==> config.mk <==
export PLATFORM = sky130hd
export DESIGN_NAME = quad_enc_counter
export DESIGN_NICKNAME = d
export VERILOG_FILES = /design/src/hw/quad_enc_counter.v /design/src/hw/quad_decoder.v
export VERILOG_INCLUDE_DIRS = /design/src /design/src/hw
export SDC_FILE = /design/constraint.sdc
export NUM_CORES = 1
export LEC_CHECK = 0
export BUFFER_PORTS_ARGS = -buffer_cell sky130_fd_sc_hd__clkbuf_2
export CAP_MARGIN = 20
export CORE_AREA = 10 10 316 226
export CTS_CLUSTER_SIZE = 12
export DETAILED_ROUTE_END_ITERATION = 8
export DIE_AREA = 0 0 326 236
export PLACE_DENSITY = 0.48
export SYNTH_ARGS = -nofsm -noshare
export SYNTH_HDL_FRONTEND = slang
export SYNTH_SLANG_ARGS = --single-unit
==> constraint.sdc <==
create_clock -name core_clk_in -period 17.8 [get_ports core_clk_in]
set_input_delay 2.67 -clock core_clk_in [delete_from_list [all_inputs] [get_ports core_clk_in]]
set_output_delay 2.67 -clock core_clk_in [all_outputs]
set_load 0.01 [all_outputs]
==> src/hw/quad_enc_defs.vh <==
/*
 Register offsets, configuration field positions and reset values of the
 quadrature encoder counter. Assumes inclusion by bare name, definitions only.
*/
`ifndef QUAD_ENC_DEFS_VH
`define QUAD_ENC_DEFS_VH

// ****************************************************************
// Register offsets on the 7-bit internal register port
// ****************************************************************
`define ADDR_ENCODER_CONFIG 7'h38
`define ADDR_ENCODER_POSITION 7'h39
`define ADDR_ENCODER_SCALE_CONSTANT 7'h3A
`define ADDR_ENCODER_EVENT_FLAGS 7'h3B
`define ADDR_ENCODER_CAPTURED_POSITION 7'h3C
`define ADDR_ENCODER_MISMATCH_LIMIT 7'h3D

// ****************************************************************
// Configuration field positions
// ****************************************************************
`define CFG_POL_A 0
`define CFG_POL_B 1
`define CFG_POL_N 2
`define CFG_SKIP_QUAD_QUALIFY 3
`define CFG_CLR_CONT 4
`define CFG_CLR_ONCE 5
`define CFG_POS_EDGE 6
`define CFG_NEG_EDGE 7
`define CFG_CLR_ENC_X 8
`define CFG_LATCH_RAMP 9
`define CFG_SEL_DECIMAL 10

// ****************************************************************
// Status flag positions
// ****************************************************************
`define FLAG_INDEX_EVENT 0
`define FLAG_DEVIATION 1

// ****************************************************************
// Reset values and fraction moduli
// ****************************************************************
`define RST_ENCODER_CONFIG 11'h000
`define RST_ENCODER_POSITION 32'h00000000
`define RST_ENCODER_SCALE_CONSTANT 32'h00010000
`define RST_ENCODER_MISMATCH_LIMIT 20'h00000
`define FRAC_MOD_BINARY 18'h10000
`define FRAC_MOD_DECIMAL 18'h02710

`endif

==> src/hw/quad_enc_counter.v <==
/*
 Quadrature encoder counter: scaled 16.16 position accumulation, index
 event latching and clearing, deviation check and event flags.
 Assumes a register port fed by the serial host interface, one core clock,
 and the encoder feeding A, B and index on plain inputs.
*/
// Operation
// - Encoder counting stops while step/direction mode is selected.
// - Encoder position is a 32-bit signed register, readable and writable.
// - Scale constant is signed 16.16 fixed point.
// - Each count adds or subtracts the constant; fraction carries past denominator.
// - Config bit 10 picks denominator 65536 (clear) or 10000 (set).
// - Software picks the constant's sign to match motor rotation.
// - Flags: bit 0 index event, bit 1 deviation; write one clears.
// - Deviation flag cannot be cleared while the deviation persists.
// - Both flags are ORed onto the interrupt output.
// - Qualifying index event, with bit 4 or armed bit 5 set, copies position into the captured register.
// - Deviation warns when count and ramp differ by more than the 20-bit limit; zero disables.
// - Config bit 9 also latches the ramp actual position on index.
// - Config bit 8 clear latches only; set latches then clears the counter.
// - Bits 7:6 pick level, active edge, inactive edge or both edges.
// - Bit 5 acts only on the first index event after the config write.
// - Bit 4 acts on every index event.
// - Bit 3 clear needs A, B and index polarities; set ignores A and B.
// - Bit 2 sets index active level: 0 low, 1 high.
// - Bits 0 and 1 give required A and B levels.
`timescale 1ns/10ps
`include "quad_enc_defs.vh"

module quad_enc_counter
#(
	parameter LIMIT_WIDTH = 20
)
(
	// Clock and reset
	input wire core_clk_in,
	input wire rst_n_in,
	// Register port behind the serial host interface
	input wire [6:0] reg_addr_in,
	input wire reg_wr_in,
	input wire reg_rd_in,
	input wire [31:0] reg_wdata_in,
	output reg [31:0] reg_rdata_out,
	// Encoder lines
	input wire enc_a_in,
	input wire enc_b_in,
	input wire enc_n_in,
	// Motion controller context
	input wire step_dir_mode_in,
	input wire [31:0] ramp_actual_position_in,
	output reg [31:0] ramp_captured_position_out,
	output reg ramp_capture_pulse_out,
	// Interrupt
	output wire interrupt_out
);

// ****************************************************************
// Registers
// ****************************************************************
reg [10:0] encoder_config_r;
reg [31:0] encoder_position_r;
reg [31:0] encoder_scale_constant_r;
reg [1:0] encoder_event_flags_r;
reg [31:0] encoder_captured_position_r;
reg [LIMIT_WIDTH-1:0] encoder_mismatch_limit_r;
reg [15:0] frac_acc_r;
reg once_armed_r;
reg qual_prev_r;

reg [31:0] position_nxt;
reg [15:0] frac_nxt;
reg [31:0] rdata_nxt;

wire a_level;
wire b_level;
wire n_level;
wire count_up;
wire count_down;

// ****************************************************************
// Decoder
// ****************************************************************
quad_decoder u_decoder
(
	.core_clk_in(core_clk_in),
	.rst_n_in(rst_n_in),
	.enc_a_in(enc_a_in),
	.enc_b_in(enc_b_in),
	.enc_n_in(enc_n_in),
	.a_level_out(a_level),
	.b_level_out(b_level),
	.n_level_out(n_level),
	.count_up_out(count_up),
	.count_down_out(count_down)
);

// ****************************************************************
// Register write decode
// ****************************************************************
wire wr_config = reg_wr_in && (reg_addr_in == `ADDR_ENCODER_CONFIG);
wire wr_position = reg_wr_in && (reg_addr_in == `ADDR_ENCODER_POSITION);
wire wr_constant = reg_wr_in && (reg_addr_in == `ADDR_ENCODER_SCALE_CONSTANT);
wire wr_flags = reg_wr_in && (reg_addr_in == `ADDR_ENCODER_EVENT_FLAGS);
wire wr_limit = reg_wr_in && (reg_addr_in == `ADDR_ENCODER_MISMATCH_LIMIT);

// ****************************************************************
// Index qualification and sensitivity
// ****************************************************************
wire pol_a = encoder_config_r[`CFG_POL_A];
wire pol_b = encoder_config_r[`CFG_POL_B];
wire pol_n = encoder_config_r[`CFG_POL_N];
wire skip_quadrature_qualify = encoder_config_r[`CFG_SKIP_QUAD_QUALIFY];
wire pos_edge = encoder_config_r[`CFG_POS_EDGE];
wire neg_edge = encoder_config_r[`CFG_NEG_EDGE];
wire sel_decimal = encoder_config_r[`CFG_SEL_DECIMAL];

wire ab_match = skip_quadrature_qualify || ((a_level == pol_a) && (b_level == pol_b));
wire index_qual = (n_level == pol_n) && ab_match;

reg index_event;
always @*
begin
	case ({neg_edge, pos_edge})
		2'h0: index_event = index_qual;
		2'h1: index_event = index_qual && !qual_prev_r;
		2'h2: index_event = !index_qual && qual_prev_r;
		2'h3: index_event = index_qual != qual_prev_r;
		default: index_event = 1'b0;
	endcase
end

// Index events are meaningless while the pins serve step/direction
wire index_hit = index_event && !step_dir_mode_in;
wire action_enabled = encoder_config_r[`CFG_CLR_CONT] ||
	(encoder_config_r[`CFG_CLR_ONCE] && once_armed_r);
wire index_action = index_hit && action_enabled;
wire index_clear = index_action && encoder_config_r[`CFG_CLR_ENC_X];

// ****************************************************************
// Scaled accumulation
// ****************************************************************
wire [17:0] frac_mod = sel_decimal ? `FRAC_MOD_DECIMAL : `FRAC_MOD_BINARY;
wire [31:0] int_step = {{16{encoder_scale_constant_r[31]}}, encoder_scale_constant_r[31:16]};
wire [17:0] frac_step = {2'h0, encoder_scale_constant_r[15:0]};
wire [17:0] frac_up = {2'h0, frac_acc_r} + frac_step;
wire [17:0] frac_down = {2'h0, frac_acc_r} - frac_step;
wire [17:0] frac_up_wrap = frac_up - frac_mod;
wire [17:0] frac_down_wrap = frac_down + frac_mod;
wire up_carry = frac_up >= frac_mod;
wire down_borrow = frac_down[17];
wire count_active = !step_dir_mode_in;

always @*
begin
	position_nxt = encoder_position_r;
	frac_nxt = frac_acc_r;
	if (wr_position)
	begin
		position_nxt = reg_wdata_in;
		frac_nxt = 16'h0000;
	end
	else if (index_clear)
	begin
		position_nxt = 32'h00000000;
		frac_nxt = 16'h0000;
	end
	else if (count_active && count_up)
	begin
		// Carry folds the excess fraction back below the denominator
		frac_nxt = up_carry ? frac_up_wrap[15:0] : frac_up[15:0];
		position_nxt = encoder_position_r + int_step + {31'h00000000, up_carry};
	end
	else if (count_active && count_down)
	begin
		frac_nxt = down_borrow ? frac_down_wrap[15:0] : frac_down[15:0];
		position_nxt = encoder_position_r - int_step - {31'h00000000, down_borrow};
	end
end

// ****************************************************************
// Deviation check
// ****************************************************************
// Compared in 33 bits so a wrap of either position cannot hide a gap
wire [32:0] pos_diff = {encoder_position_r[31], encoder_position_r} -
	{ramp_actual_position_in[31], ramp_actual_position_in};
wire [32:0] pos_gap = pos_diff[32] ? (33'h000000000 - pos_diff) : pos_diff;
wire limit_on = encoder_mismatch_limit_r != {LIMIT_WIDTH{1'b0}};
wire deviation_now = limit_on && (pos_gap > {{(33-LIMIT_WIDTH){1'b0}}, encoder_mismatch_limit_r});

// ****************************************************************
// Sequential state: configuration registers
// ****************************************************************
always @(posedge core_clk_in or negedge rst_n_in)
begin
	if (!rst_n_in)
	begin
		encoder_config_r <= `RST_ENCODER_CONFIG;
		encoder_scale_constant_r <= `RST_ENCODER_SCALE_CONSTANT;
		encoder_mismatch_limit_r <= {LIMIT_WIDTH{1'b0}};
	end
	else
	begin
		if (wr_config)
			encoder_config_r <= reg_wdata_in[10:0];
		if (wr_constant)
			encoder_scale_constant_r <= reg_wdata_in;
		if (wr_limit)
			encoder_mismatch_limit_r <= reg_wdata_in[LIMIT_WIDTH-1:0];
	end
end

// ****************************************************************
// Sequential state: position, fraction, index history and read data
// ****************************************************************
always @(posedge core_clk_in or negedge rst_n_in)
begin
	if (!rst_n_in)
	begin
		encoder_position_r <= `RST_ENCODER_POSITION;
		frac_acc_r <= 16'h0000;
		qual_prev_r <= 1'b0;
		reg_rdata_out <= 32'h00000000;
	end
	else
	begin
		qual_prev_r <= index_qual;
		encoder_position_r <= position_nxt;
		frac_acc_r <= frac_nxt;
		reg_rdata_out <= rdata_nxt;
	end
end

// ****************************************************************
// Index action: arming, position capture and ramp capture
// ****************************************************************
always @(posedge core_clk_in or negedge rst_n_in)
begin
	if (!rst_n_in)
	begin
		once_armed_r <= 1'b0;
		encoder_captured_position_r <= 32'h00000000;
		ramp_captured_position_out <= 32'h00000000;
		ramp_capture_pulse_out <= 1'b0;
	end
	else
	begin
		ramp_capture_pulse_out <= 1'b0;
		// A config write re-arms the single-shot action
		if (wr_config)
			once_armed_r <= 1'b1;
		else if (index_action)
			once_armed_r <= 1'b0;
		if (index_action)
		begin
			// Captured value is the position before a same-cycle clear
			encoder_captured_position_r <= encoder_position_r;
			if (encoder_config_r[`CFG_LATCH_RAMP])
			begin
				ramp_captured_position_out <= ramp_actual_position_in;
				ramp_capture_pulse_out <= 1'b1;
			end
		end
	end
end

// ****************************************************************
// Event flags
// ****************************************************************
always @(posedge core_clk_in or negedge rst_n_in)
begin
	if (!rst_n_in)
		encoder_event_flags_r <= 2'h0;
	else
	begin
		// Set wins over the write-one clear, so no event is lost to a clear
		encoder_event_flags_r[`FLAG_INDEX_EVENT] <= index_hit ||
			(encoder_event_flags_r[`FLAG_INDEX_EVENT] &&
			!(wr_flags && reg_wdata_in[`FLAG_INDEX_EVENT]));
		encoder_event_flags_r[`FLAG_DEVIATION] <= deviation_now ||
			(encoder_event_flags_r[`FLAG_DEVIATION] &&
			!(wr_flags && reg_wdata_in[`FLAG_DEVIATION]));
	end
end

// ****************************************************************
// Read mux; write-only registers and unmapped offsets read zero
// ****************************************************************
always @*
begin
	rdata_nxt = reg_rdata_out;
	if (reg_rd_in)
	begin
		case (reg_addr_in)
			`ADDR_ENCODER_CONFIG: rdata_nxt = {21'h000000, encoder_config_r};
			`ADDR_ENCODER_POSITION: rdata_nxt = encoder_position_r;
			`ADDR_ENCODER_EVENT_FLAGS: rdata_nxt = {30'h00000000, encoder_event_flags_r};
			`ADDR_ENCODER_CAPTURED_POSITION: rdata_nxt = encoder_captured_position_r;
			default: rdata_nxt = 32'h00000000;
		endcase
	end
end

assign interrupt_out = |encoder_event_flags_r;

endmodule // quad_enc_counter

==> src/hw/quad_decoder.v <==
/*
 Synchronises the A, B and index lines and turns each valid quadrature
 transition into a one-cycle up or down pulse.
 Assumes the encoder edges are slow against the core clock.
*/
`timescale 1ns/10ps

module quad_decoder
(
	// Clock and reset
	input wire core_clk_in,
	input wire rst_n_in,
	// Encoder lines
	input wire enc_a_in,
	input wire enc_b_in,
	input wire enc_n_in,
	// Decoded outputs
	output wire a_level_out,
	output wire b_level_out,
	output wire n_level_out,
	output reg count_up_out,
	output reg count_down_out
);

reg [2:0] meta_r;
reg [2:0] sync_r;
reg [1:0] prev_ab_r;
wire [1:0] cur_ab;
wire up_step;
wire down_step;

assign cur_ab = sync_r[1:0];
assign a_level_out = sync_r[0];
assign b_level_out = sync_r[1];
assign n_level_out = sync_r[2];

// ****************************************************************
// Gray sequence 00-01-11-10 (bit0 = A) counts up; both bits moving is dropped
// ****************************************************************
assign up_step = (prev_ab_r == 2'h0 && cur_ab == 2'h1) || (prev_ab_r == 2'h1 && cur_ab == 2'h3) ||
	(prev_ab_r == 2'h3 && cur_ab == 2'h2) || (prev_ab_r == 2'h2 && cur_ab == 2'h0);
assign down_step = (prev_ab_r == 2'h1 && cur_ab == 2'h0) || (prev_ab_r == 2'h3 && cur_ab == 2'h1) ||
	(prev_ab_r == 2'h2 && cur_ab == 2'h3) || (prev_ab_r == 2'h0 && cur_ab == 2'h2);

always @(posedge core_clk_in or negedge rst_n_in)
begin
	if (!rst_n_in)
	begin
		meta_r <= 3'h0;
		sync_r <= 3'h0;
		prev_ab_r <= 2'h0;
		count_up_out <= 1'b0;
		count_down_out <= 1'b0;
	end
	else
	begin
		meta_r <= {enc_n_in, enc_b_in, enc_a_in};
		sync_r <= meta_r;
		prev_ab_r <= cur_ab;
		count_up_out <= up_step;
		count_down_out <= down_step;
	end
end

endmodule // quad_decoder

==> metrics.cfg, run 1 <==
[status]
run_status=finished clean

[clock_network]
cts.reportedPaths.clkPinSlew_ns=0.07
cts_made_buffers=27
cts_resized=0
cts_hold_buf=0
cts.sinks=222
htree_levels=1
post_cts_buffers=0
insertion_delay_ns=0.58
cts_tree=built
root_buffer=clkbuf_16
clockBufferDepth=3

[pwr]
p_per_area_nw_per_um2=172
leakagePower_uw=0.00964
power_frac_comb_pct=64.5
vdd_drop_max_mv=0.0909
switching_share_pct=49.2
pwr-share-seq_pct=18.8
p_int_uw=1870
clkPwrFrac_pct=16.8
p_switching_uw=1810
finalPower_uw=3680

[global_routing]
grt_pass1_wl_um=104000
antenna_found_initial=5
grt.total_usage_pct=17.0
grt_max_degree=101
first_global_vias=16600
overflow=0

[synthesis]
yosysTopAreaCell=dfrtp_1
async_flop_share_pct=100
seq_area_frac_synth_pct=29.6
synth.distinct_cells=93
yosys_register_bits=222
synth.most_common_cell=nand2_1
netlist_area_um2=18800
synth-edff-count=0
synth_cells=2268
syn-num-nets=2544
synth_area_per_cell_um2=8.28
yosysTopAreaCellShare_pct=29.4
synthFlopType=dfrtp_1
ys.warnings.count=0
synth.top_cells.by_count=233 x nand2_1, 231 x inv_1, 221 x dfrtp_1
yosys-top-cells-area=dfrtp_1 29%, ha_1 13%, nand2_1 4.7%

[min_path]
min_path_type=reg -> reg
worstHoldPathCells=0

[layout]
stdcell_area_um2=21400
syn2layout_area_growth_pct=14.0
fin_nets=2641
seq_area_um2=5560
multi_input_area_um2=12000
n_antenna_cell=0
fillers=6979
drive_above_1_share_pct=13.0

[drt]
ant_nets=0
drc=0
wl_um=67300
vias=17200
drtIter0Drc=1279
dr.pass1.iters=6
avgRoutedWirePerCell_um=20.5
via_per_inst=5.27

[floorplan]
fp-row-count=79
fp.dieW_um=326
die_h_um=236
start_util_pct=28.6
io_pins=145
core_um2=65600
die_area_um2=76900

[critical_path]
rr_worst_depth=30
crit_fanout=14
critPathSlowestCell=a2111oi_1
cp-start-kind=register
cp-end-kind=register
critPathKind=reg -> reg
crit_arrival_ns=8.61
max_stage_delay_ns=0.68
critPathRequiredTime_ns=18.21

[job]
maxCapViolations=0

[place]
portBuffers=144
hpwl_um=52800
gp_congestion=0.893
placed_cell_area_um2=20400

[timing]
max_clock_freq_ghz=0.122
slew_viol_final=0
finalSetupViolCount=0
slew_headroom_pct=28.7
fin_crit_sh_pct=46.0
worst_pin_slew_ns=1.06
min_period_ns=8.19
setup-tns-final_ns=0
rsz0062_at_grt=no
skew_ns=0.0258
hold_violations=0

==> power by group through the flow <==
| stage | clock (uW) | sequential (uW) | combinational, uW |
|---|---|---|---|
| after floorplan | 0 | 647 | 1780 |
| after global placement | 0 | 702 | 2300 |
| after detailed placement | 0 | 704 | 2310 |
| after CTS | 634 | 695 | 2330 |
| after global routing | 654 | 702 | 2650 |
| final | 617 | 690 | 2370 |
==> cells in the final DEF, fill, tap and decap left out, types with 49 or more instances in the layout <==
cell	netlist	final
a21oi_1	164	163
nor2_1	127	122
nand2_1	233	232
o21ai_0	171	171
mux2_2	49	49
inv_1	231	231
clkbuf_2	0	143
xnor2_1	85	85
ha_1	190	190
dfrtp_1	221	221
==> final timing paths <==
check | startpoint | endpoint | slack [ns]
max | encoder_scale_constant_r[1]$_DFFE_PN0P_ | encoder_position_r[28]$_DFFE_PN0P_ | 9.61
min | u_decoder.meta_r[0]$_DFF_PN0_ | u_decoder.sync_r[0]$_DFF_PN0_ | 0.35
max reg2reg | encoder_scale_constant_r[1]$_DFFE_PN0P_ | encoder_position_r[28]$_DFFE_PN0P_ | 9.61
min reg2reg | u_decoder.meta_r[0]$_DFF_PN0_ | u_decoder.sync_r[0]$_DFF_PN0_ | 0.35
max in group asynchronous | rst_n_in | u_decoder.count_down_out$_DFF_PN0_ | 14.14
min in group asynchronous | rst_n_in | ramp_captured_position_out[23]$_DFFE_PN0P_ | 2.13
==> critical path, delay by kind of cell, from the launching register on <==
family	cells	cell delay, ns
AOI/OAI and AO/OA	15	4.09
xor gates and xnor gates	2	0.37
adders and majority gates	4	1.60
buffers and inverters	4	0.64
DFF	1	0.40
and+or+nand+nor	5	0.93
==> state kept, by name, summed over array words and instances, names as in the netlist <==
signal / count
u_decoder.sync_r: 3
ramp_capture_pulse_out: 1
frac_acc_r: 16
encoder_mismatch_limit_r: 20
u_decoder.prev_ab_r: 2
encoder_captured_position_r: 32
ramp_captured_position_out: 32
encoder_config_r: 11
reg_rdata_out: 32
encoder_position_r: 32
u_decoder.count_down_out: 1
u_decoder.count_up_out: 1
once_armed_r: 1
encoder_scale_constant_r: 32
qual_prev_r: 1
encoder_event_flags_r: 2
u_decoder.meta_r: 3
==> logic make-up after synthesis <==
logic type,share of synthesized area (%)
AND/OR/NAND/NOR,16.8
adder cells (fa/ha/maj),13.4
buffers and inverters,6.77
XOR/XNOR,6.09
multiplexers,3.58
AO/OA/AOI/OAI,23.8
flip-flops,29.6
==> metrics by stage <==
stage / util (%) / hold slack, ns / cells / setup WS [ns]
after global placement: 31.1 / 0.333 / 3226 / 9.45
after CTS: 32.6 / 0.350 / 3274 / 9.72
final: 32.6 / 0.347 / 3275 / 9.61
after detailed placement: 31.1 / 0.336 / 3226 / 9.31
after floorplan: - / 0.331 / 2268 / 10.22
after global routing: 32.6 / 0.369 / 3275 / 9.05
==> layer usage <==
layer  vias to the layer above  GRT usage, %  part of all wire, %
met5                         -             0                    0
met2                       507          23.4                   39
met1                      8384          26.7                   53
met3                        47          3.54                  7.0
met4                         0          2.34                  1.3
li1                       8306             -                    -
==> area by class of cell <==
cell class / count / area share, %
clock buffer: 34 / 3.51
clock inverter: 14 / 0.982
tap: 891 / 5.21
timing repair buffer: 165 / 4.21
sequential: 222 / 26.0
inverter: 232 / 4.07
multi-input combinational: 1717 / 56.1
Note: power is estimated with default switching activity, not from simulation.
==> inputs of run 2 (changes only) <==
ABC_AREA = 1   (was unset)
CORE_AREA = 10 10 329 236   (was 10 10 316 226)
DIE_AREA = 0 0 339 246   (was 0 0 326 236)
clock period = 8.36 ns   (was 17.8 ns; I/O delays follow)
==> metrics.cfg, run 2 <==
[critical_path]
cp-end-kind=register
r2r_end=encoder_position_r[22]$_DFFE_PN0P_
critPathKind=reg -> reg
cpMostUsedCell=nand2_1
critPathRequiredTime_ns=8.90  ; -9.31 ns
critPathSlowestCell=ha_1
r2r_setup_slack_ns=2.15  ; -7.45 ns
crit_fanout=19  ; +5
crit_arrival_ns=6.75  ; -1.86 ns
r2r-start=encoder_scale_constant_r[5]$_DFFE_PN0P_
cp-start-kind=register
rr_worst_depth=38  ; +27%
max_stage_delay_ns=0.45  ; -0.23 ns

[synthesis]
synthFlopType=dfrtp_1
synth_cells=3063  ; +35%
async_flop_share_pct=100  ; unchanged
netlist_area_um2=20400  ; +8.9%
synth-edff-count=0  ; unchanged
yosysTopAreaCell=dfrtp_1
ys.warnings.count=0  ; unchanged
synth_area_per_cell_um2=6.68  ; -19%
seq_area_frac_synth_pct=27.2  ; -2.4 points
syn-num-nets=3339  ; +31%
yosys_register_bits=222  ; unchanged
synth.top_cells.by_count=804 x nand2_1, 503 x inv_1, 262 x o21ai_0
synth.distinct_cells=59  ; -37%
yosysTopAreaCellShare_pct=27.0  ; -2.4 points
yosys-top-cells-area=dfrtp_1 27%, nand2_1 15%, ha_1 12%
synth.most_common_cell=nand2_1

[pwr]
p_int_uw=3760  ; +100%
leakagePower_uw=0.0122  ; +26%
switching_share_pct=54.7  ; +5.5 points
p_per_area_nw_per_um2=357  ; +110%
power_frac_comb_pct=66.9  ; +2.4 points
p_switching_uw=4540  ; +150%
pwr-share-seq_pct=18.1  ; -0.7 points
finalPower_uw=8300  ; +130%
vdd_drop_max_mv=0.167  ; +83%
clkPwrFrac_pct=15.0  ; -1.8 points

[job]
maxCapViolations=0  ; unchanged

[layout]
final_common_cell=nand2_1
fin_nets=3464  ; +31%
syn2layout_area_growth_pct=13.6
fin_cells=4178  ; +28%
most-common-layout-cells=802 x nand2_1, 502 x inv_1, 262 x o21ai_0
drive_above_1_share_pct=11.3  ; -1.7 points
stdcell_area_um2=23200  ; +8.5%
fillers=7815  ; +12%

[clock_network]
clockBufferDepth=3  ; unchanged
cts.sinks=222  ; unchanged
cts_tree=built
root_buffer=clkbuf_16
post_cts_buffers=0  ; unchanged
cts_resized=0  ; unchanged
htree_levels=1  ; unchanged
cts_made_buffers=28  ; +3.7%
cts.reportedPaths.clkPinSlew_ns=0.07  ; about the same
insertion_delay_ns=0.61  ; +0.03 ns
cts_hold_buf=0  ; unchanged

[global_routing]
top_usage_layer=met1
grt.total_usage_pct=18.6  ; +1.7 points
grtUsageMet1_pct=28.6  ; +1.9 points
met3_usage_pct=4.56  ; +1.0 points
first_global_vias=18900  ; +14%
overflow=0  ; unchanged
grtUsageMet2_pct=25.9  ; +2.5 points
grt_max_degree=95  ; -5.9%
grt_pass1_wl_um=121000  ; +16%
antenna_found_initial=4  ; -1

[min_path]
min_from=u_decoder.meta_r[2]$_DFF_PN0_
worstHoldPathCells=0  ; unchanged
hold-path-endpoint=u_decoder.sync_r[2]$_DFF_PN0_
min_path_type=reg -> reg

[timing]
skew_ns=0.0377  ; +0.0120 ns
slew_viol_final=0  ; unchanged
final.setup.worst_slack_ns=2.15  ; -7.45 ns
rsz0062_at_grt=no
finalSetupViolCount=0  ; unchanged
worst_pin_slew_ns=1.03  ; -0.0368 ns
hold_violations=0  ; unchanged
setup-tns-final_ns=0  ; unchanged
slew_headroom_pct=31.6  ; +2.8 points
min_period_ns=6.21  ; -1.99 ns
max_clock_freq_ghz=0.161  ; +32%
fin_crit_sh_pct=74.3  ; +28 points

[place]
placed_cell_area_um2=22300  ; +9.0%
dp_cells=4123  ; +28%
dp_slack_ns=2.22  ; -7.09 ns
portBuffers=144  ; unchanged
hpwl_um=65100  ; +23%
gp_congestion=0.951  ; +6.5%

[drt]
wl_um=80000  ; +19%
avgRoutedWirePerCell_um=19.1  ; -6.8%
dr.pass1.iters=5  ; -1
ant_nets=0  ; unchanged
via_per_inst=4.86  ; -7.6%
vias=20300  ; +18%
drc=0  ; unchanged
drtIter0Drc=2023  ; +58%

[status]
run_status=finished clean

[floorplan]
io_pins=145  ; unchanged
die_h_um=246  ; +4.2%
fp-row-count=82  ; +3.8%
start_util_pct=28.8  ; +0.14 points
fp.dieW_um=339  ; +4.0%
die_area_um2=83400  ; +8.4%
core_um2=71100  ; +8.3%

run 2: area by class of cell:
class                           instances  area [um2]  area share, %
Multi-Input combinational cell       2245       12600           54.5
Sequential cell                       222        5560           23.9
Inverter                              527        1980           8.52
Tap cell                              966        1210           5.20
Timing Repair Buffer                  164         901           3.88
Clock buffer                           34         753           3.24
Clock inverter                         17         171          0.738
Antenna cell                            3        7.51         0.0323
run 2: layer usage:
metal / up-vias / wire length, um
met1: 9402 / 41100
met3: 58 / 6720
li1: 10200 / -
met2: 676 / 31000
met5: - / 10
met4: 2 / 1210
run 2: critical path, delay by kind of cell, from the launching register on:
kind / cells / cell delay [ns]
compound gates: 4 / 0.97
fa+ha+maj: 4 / 1.69
simple gates: 26 / 2.66
flops: 1 / 0.38
buf+inv: 3 / 0.33
xor+xnor: 1 / 0.11
run 2: stage by stage:
step | hold slack (ns) | util, %
2_1_floorplan | 0.331 | -
3_3_place_gp | 0.346 | 31.3
3_5_place_dp | 0.337 | 31.3
4_1_cts | 0.370 | 32.6
5_1_grt | 0.377 | 32.7
6_report | 0.364 | 32.7
run 2: kinds of logic (layout without fill, tap and decap cells):
logic type,Yosys count,after routing,share of synthesized area [%]
AOI/OAI and AO/OA,583,583,15.9
xor gates and xnor gates,68,68,3.10
adders and majority gates,197,197,12.3
buffers and inverters,596,742,11.1
DFF,222,222,27.2
muxes,38,38,2.09
other,0,3,0
and+or+nand+nor,1359,1359,28.3
run 2: worst max path at each step:
stage | depth (start not counted) | end | startpoint
after CTS | 40 | encoder_position_r[22]$_DFFE_PN0P_ | encoder_scale_constant_r[2]$_DFFE_PN0P_
after floorplan | 34 | encoder_event_flags_r[1]$_DFF_PN0_ | ramp_actual_position_in[0]
after detailed placement | 38 | encoder_position_r[22]$_DFFE_PN0P_ | encoder_scale_constant_r[5]$_DFFE_PN0P_
after global placement | 38 | encoder_position_r[22]$_DFFE_PN0P_ | encoder_scale_constant_r[4]$_DFFE_PN0P_
after global routing | 38 | encoder_position_r[22]$_DFFE_PN0P_ | encoder_scale_constant_r[5]$_DFFE_PN0P_
final | 38 | encoder_position_r[22]$_DFFE_PN0P_ | encoder_scale_constant_r[5]$_DFFE_PN0P_
run 2: power by group through the flow:
stage,clock [uW],combinational [uW],sequential [uW]
final,1250,5550,1500
after global routing,1330,6260,1520
after CTS,1290,5430,1500
after detailed placement,0,5410,1520
after global placement,0,5440,1520
after floorplan,0,3950,1390
==> inputs of run 3 (changes only) <==
ABC_AREA = 0   (was 1)
CORE_AREA = 10 10 316 226   (was 10 10 329 236)
DIE_AREA = 0 0 326 236   (was 0 0 339 246)
clock period = 6.1 ns   (was 8.36 ns; I/O delays follow)
==> metrics.cfg, run 3 (synthesis gave the netlist of run 1 again) <==
[drt]
ant_nets=0  ; unchanged
vias=18000  ; -12%
drtIter0Drc=1598  ; -21%
avgRoutedWirePerCell_um=20.2  ; +5.6%
dr.pass1.iters=5  ; unchanged
wl_um=69900  ; -13%
drc=0  ; unchanged
via_per_inst=5.20  ; +6.9%

[critical_path]
cp-start-kind=register
cp_num_buf_inv=3  ; unchanged
cp-end-kind=register
r2r_end=encoder_position_r[30]$_DFFE_PN0P_
crit_arrival_ns=6.70  ; -0.05 ns
critPathKind=reg -> reg
critPathRequiredTime_ns=6.53  ; -2.37 ns
critPathTopFamily=compound AO/OA/AOI/OAI gates
critPathSlowestCell=dfrtp_1
r2r-start=encoder_scale_constant_r[0]$_DFFE_PN0P_
crit_fanout=3  ; -16
crit_start=encoder_scale_constant_r[0]$_DFFE_PN0P_
r2r_setup_slack_ns=-0.18  ; -2.33 ns
max_stage_delay_ns=0.42  ; -0.03 ns
crit_cells=30  ; -21%
rr_worst_depth=30  ; -21%

[layout]
final_common_cell=nand2_1
drive_above_1_share_pct=21.6  ; +10 points
utilization_pct=35.2  ; +2.6 points
fin_cells=3457  ; -17%
syn2layout_area_growth_pct=23.1
fin_nets=2822  ; -19%
stdcell_area_um2=23100  ; -0.46%
most-common-layout-cells=232 x nand2_1, 228 x inv_1, 220 x dfrtp_1

[floorplan]
die_h_um=236  ; -4.1%
io_pins=145  ; unchanged
start_util_pct=28.6  ; -0.14 points
core_um2=65600  ; -7.7%
fp.dieW_um=326  ; -3.8%
die_area_um2=76900  ; -7.7%
fp-row-count=79  ; -3.7%

[pwr]
p_int_uw=6350  ; +69%
switching_share_pct=47.6  ; -7.0 points
clkPwrFrac_pct=13.6  ; -1.4 points
pwr-share-seq_pct=16.5  ; -1.6 points
p_per_area_nw_per_um2=525  ; +47%
power_frac_comb_pct=70.0  ; +3.1 points
vdd_drop_max_mv=0.280  ; +68%
p_switching_uw=5780  ; +27%
leakagePower_uw=0.0106  ; -13%

[place]
gp_congestion=0.880  ; -7.5%
hpwl_um=55400  ; -15%
dp_cells=3385  ; -18%
placed_cell_area_um2=21700  ; -2.5%
portBuffers=144  ; unchanged
dp_slack_ns=-0.587  ; -2.80 ns

[global_routing]
grtUsageMet2_pct=23.8  ; -2.1 points
grt_max_degree=131  ; +38%
antenna_found_initial=4  ; unchanged
grtUsageMet1_pct=27.6  ; -0.98 points
top_usage_layer=met1
overflow=0  ; unchanged
met3_usage_pct=3.38  ; -1.2 points
first_global_vias=17400  ; -7.9%
grt_pass1_wl_um=107000  ; -12%
grt.total_usage_pct=17.5  ; -1.1 points

[min_path]
hold-path-endpoint=u_decoder.sync_r[0]$_DFF_PN0_
worstHoldPathCells=0  ; unchanged
min_from=u_decoder.meta_r[0]$_DFF_PN0_
min_path_type=reg -> reg

[timing]
finalSetupViolCount=9  ; +9
max_clock_freq_ghz=0.159  ; -1.1%
final.setup.worst_slack_ns=-0.177  ; -2.33 ns
slew_viol_final=0  ; unchanged
min_period_ns=6.28  ; +0.0693 ns
fin_crit_sh_pct=103  ; +29 points
skew_ns=0.0434  ; +0.00564 ns
hold_violations=0  ; unchanged
rsz0062_at_grt=yes
holdWs_ns=0.346  ; -0.0181 ns
slew_headroom_pct=21.1  ; -10 points
worst_pin_slew_ns=1.18  ; +0.154 ns

[status]
violations=negative setup slack
run_status=complete, but fails checks

[job]
maxCapViolations=0  ; unchanged

[clock_network]
cts_hold_buf=0  ; unchanged
cts.sinks=222  ; unchanged
cts_tree=built
htree_levels=1  ; unchanged
clockBufferDepth=3  ; unchanged
cts_made_buffers=26  ; -7.1%
insertion_delay_ns=0.60  ; about the same
cts.reportedPaths.clkPinSlew_ns=0.07  ; about the same
root_buffer=clkbuf_16

==> run 3: cell types whose count changed in the layout (fill, tap and decap cells not counted), moves of 24 or more <==
| cell | change |
|---|---|
| a21oi_1 | -32 |
| a22oi_1 | +30 |
| buf_4 | +179 |
| inv_1 | -274 |
| nand2_1 | -570 |
| nand2_2 | -27 |
| nand3_1 | -129 |
| nand4_1 | -24 |
| nor2_1 | -88 |
| nor2b_1 | +24 |
| o21ai_0 | -105 |
| o22ai_1 | +33 |
| xnor2_1 | +72 |
==> run 3: worst register-to-register path, delay by kind of cell (launching register included) <==
family / cells / cell delay, ns
buf+inv: 3 / 0.36
compound gates: 17 / 3.05
simple gates: 3 / 0.44
fa+ha+maj: 5 / 1.55
flops: 1 / 0.42
xor+xnor: 2 / 0.28
==> run 3: layout make-up <==
type	instances	area, um2
Antenna cell	2	5.00
Multi-Input combinational cell	1717	12400
Inverter	232	871
Timing Repair Buffer	347	2300
Tap cell	891	1110
Clock buffer	35	734
Clock inverter	11	126
Sequential cell	222	5560
Fill cell	6877	42500
==> run 3: power groups by stage <==
stage | sequential, uW | clock, uW | combinational, uW
after floorplan | 1890 | 0 | 5240
after global placement | 2020 | 0 | 7830
after detailed placement | 2030 | 0 | 7920
after CTS | 2000 | 1690 | 8190
after global routing | 2030 | 1740 | 9360
final | 2000 | 1640 | 8490
==> run 3: what timing repair did <==
| item | CTS | global route |
|---|---|---|
| pin swaps | 35 | 28 |
| setup buffers | 17 | 6 |
| resized for setup | 39 | 35 |
| setup endpoints to repair | 13 | 17 |
==> run 3: worst max path at each step <==
| stage | endpoint | slack [ns] |
|---|---|---|
| floorplan | encoder_position_r[30]$_DFFE_PN0P_ | -0.0007 |
| global placement | encoder_position_r[30]$_DFFE_PN0P_ | -0.46 |
| detailed placement | encoder_position_r[30]$_DFFE_PN0P_ | -0.59 |
| CTS | encoder_position_r[30]$_DFFE_PN0P_ | -0.13 |
| global route | encoder_position_r[30]$_DFFE_PN0P_ | -0.56 |
| finish | encoder_position_r[30]$_DFFE_PN0P_ | -0.18 |
==> run 3: layer usage <==
layer | vias up | part of all wire [%]
li1 | 8645 | -
met1 | 8732 | 52
met2 | 537 | 39
met3 | 66 | 6.7
met4 | 4 | 1.7
met5 | - | 0.20
==> run 3: through the flow <==
stage,power (uW),setup TNS [ns]
global route,13100,-5.01
finish,12100,-1.04
detailed placement,9950,-3.85
CTS,11900,-0.409
floorplan,7130,-0.000739
global placement,9850,-2.60
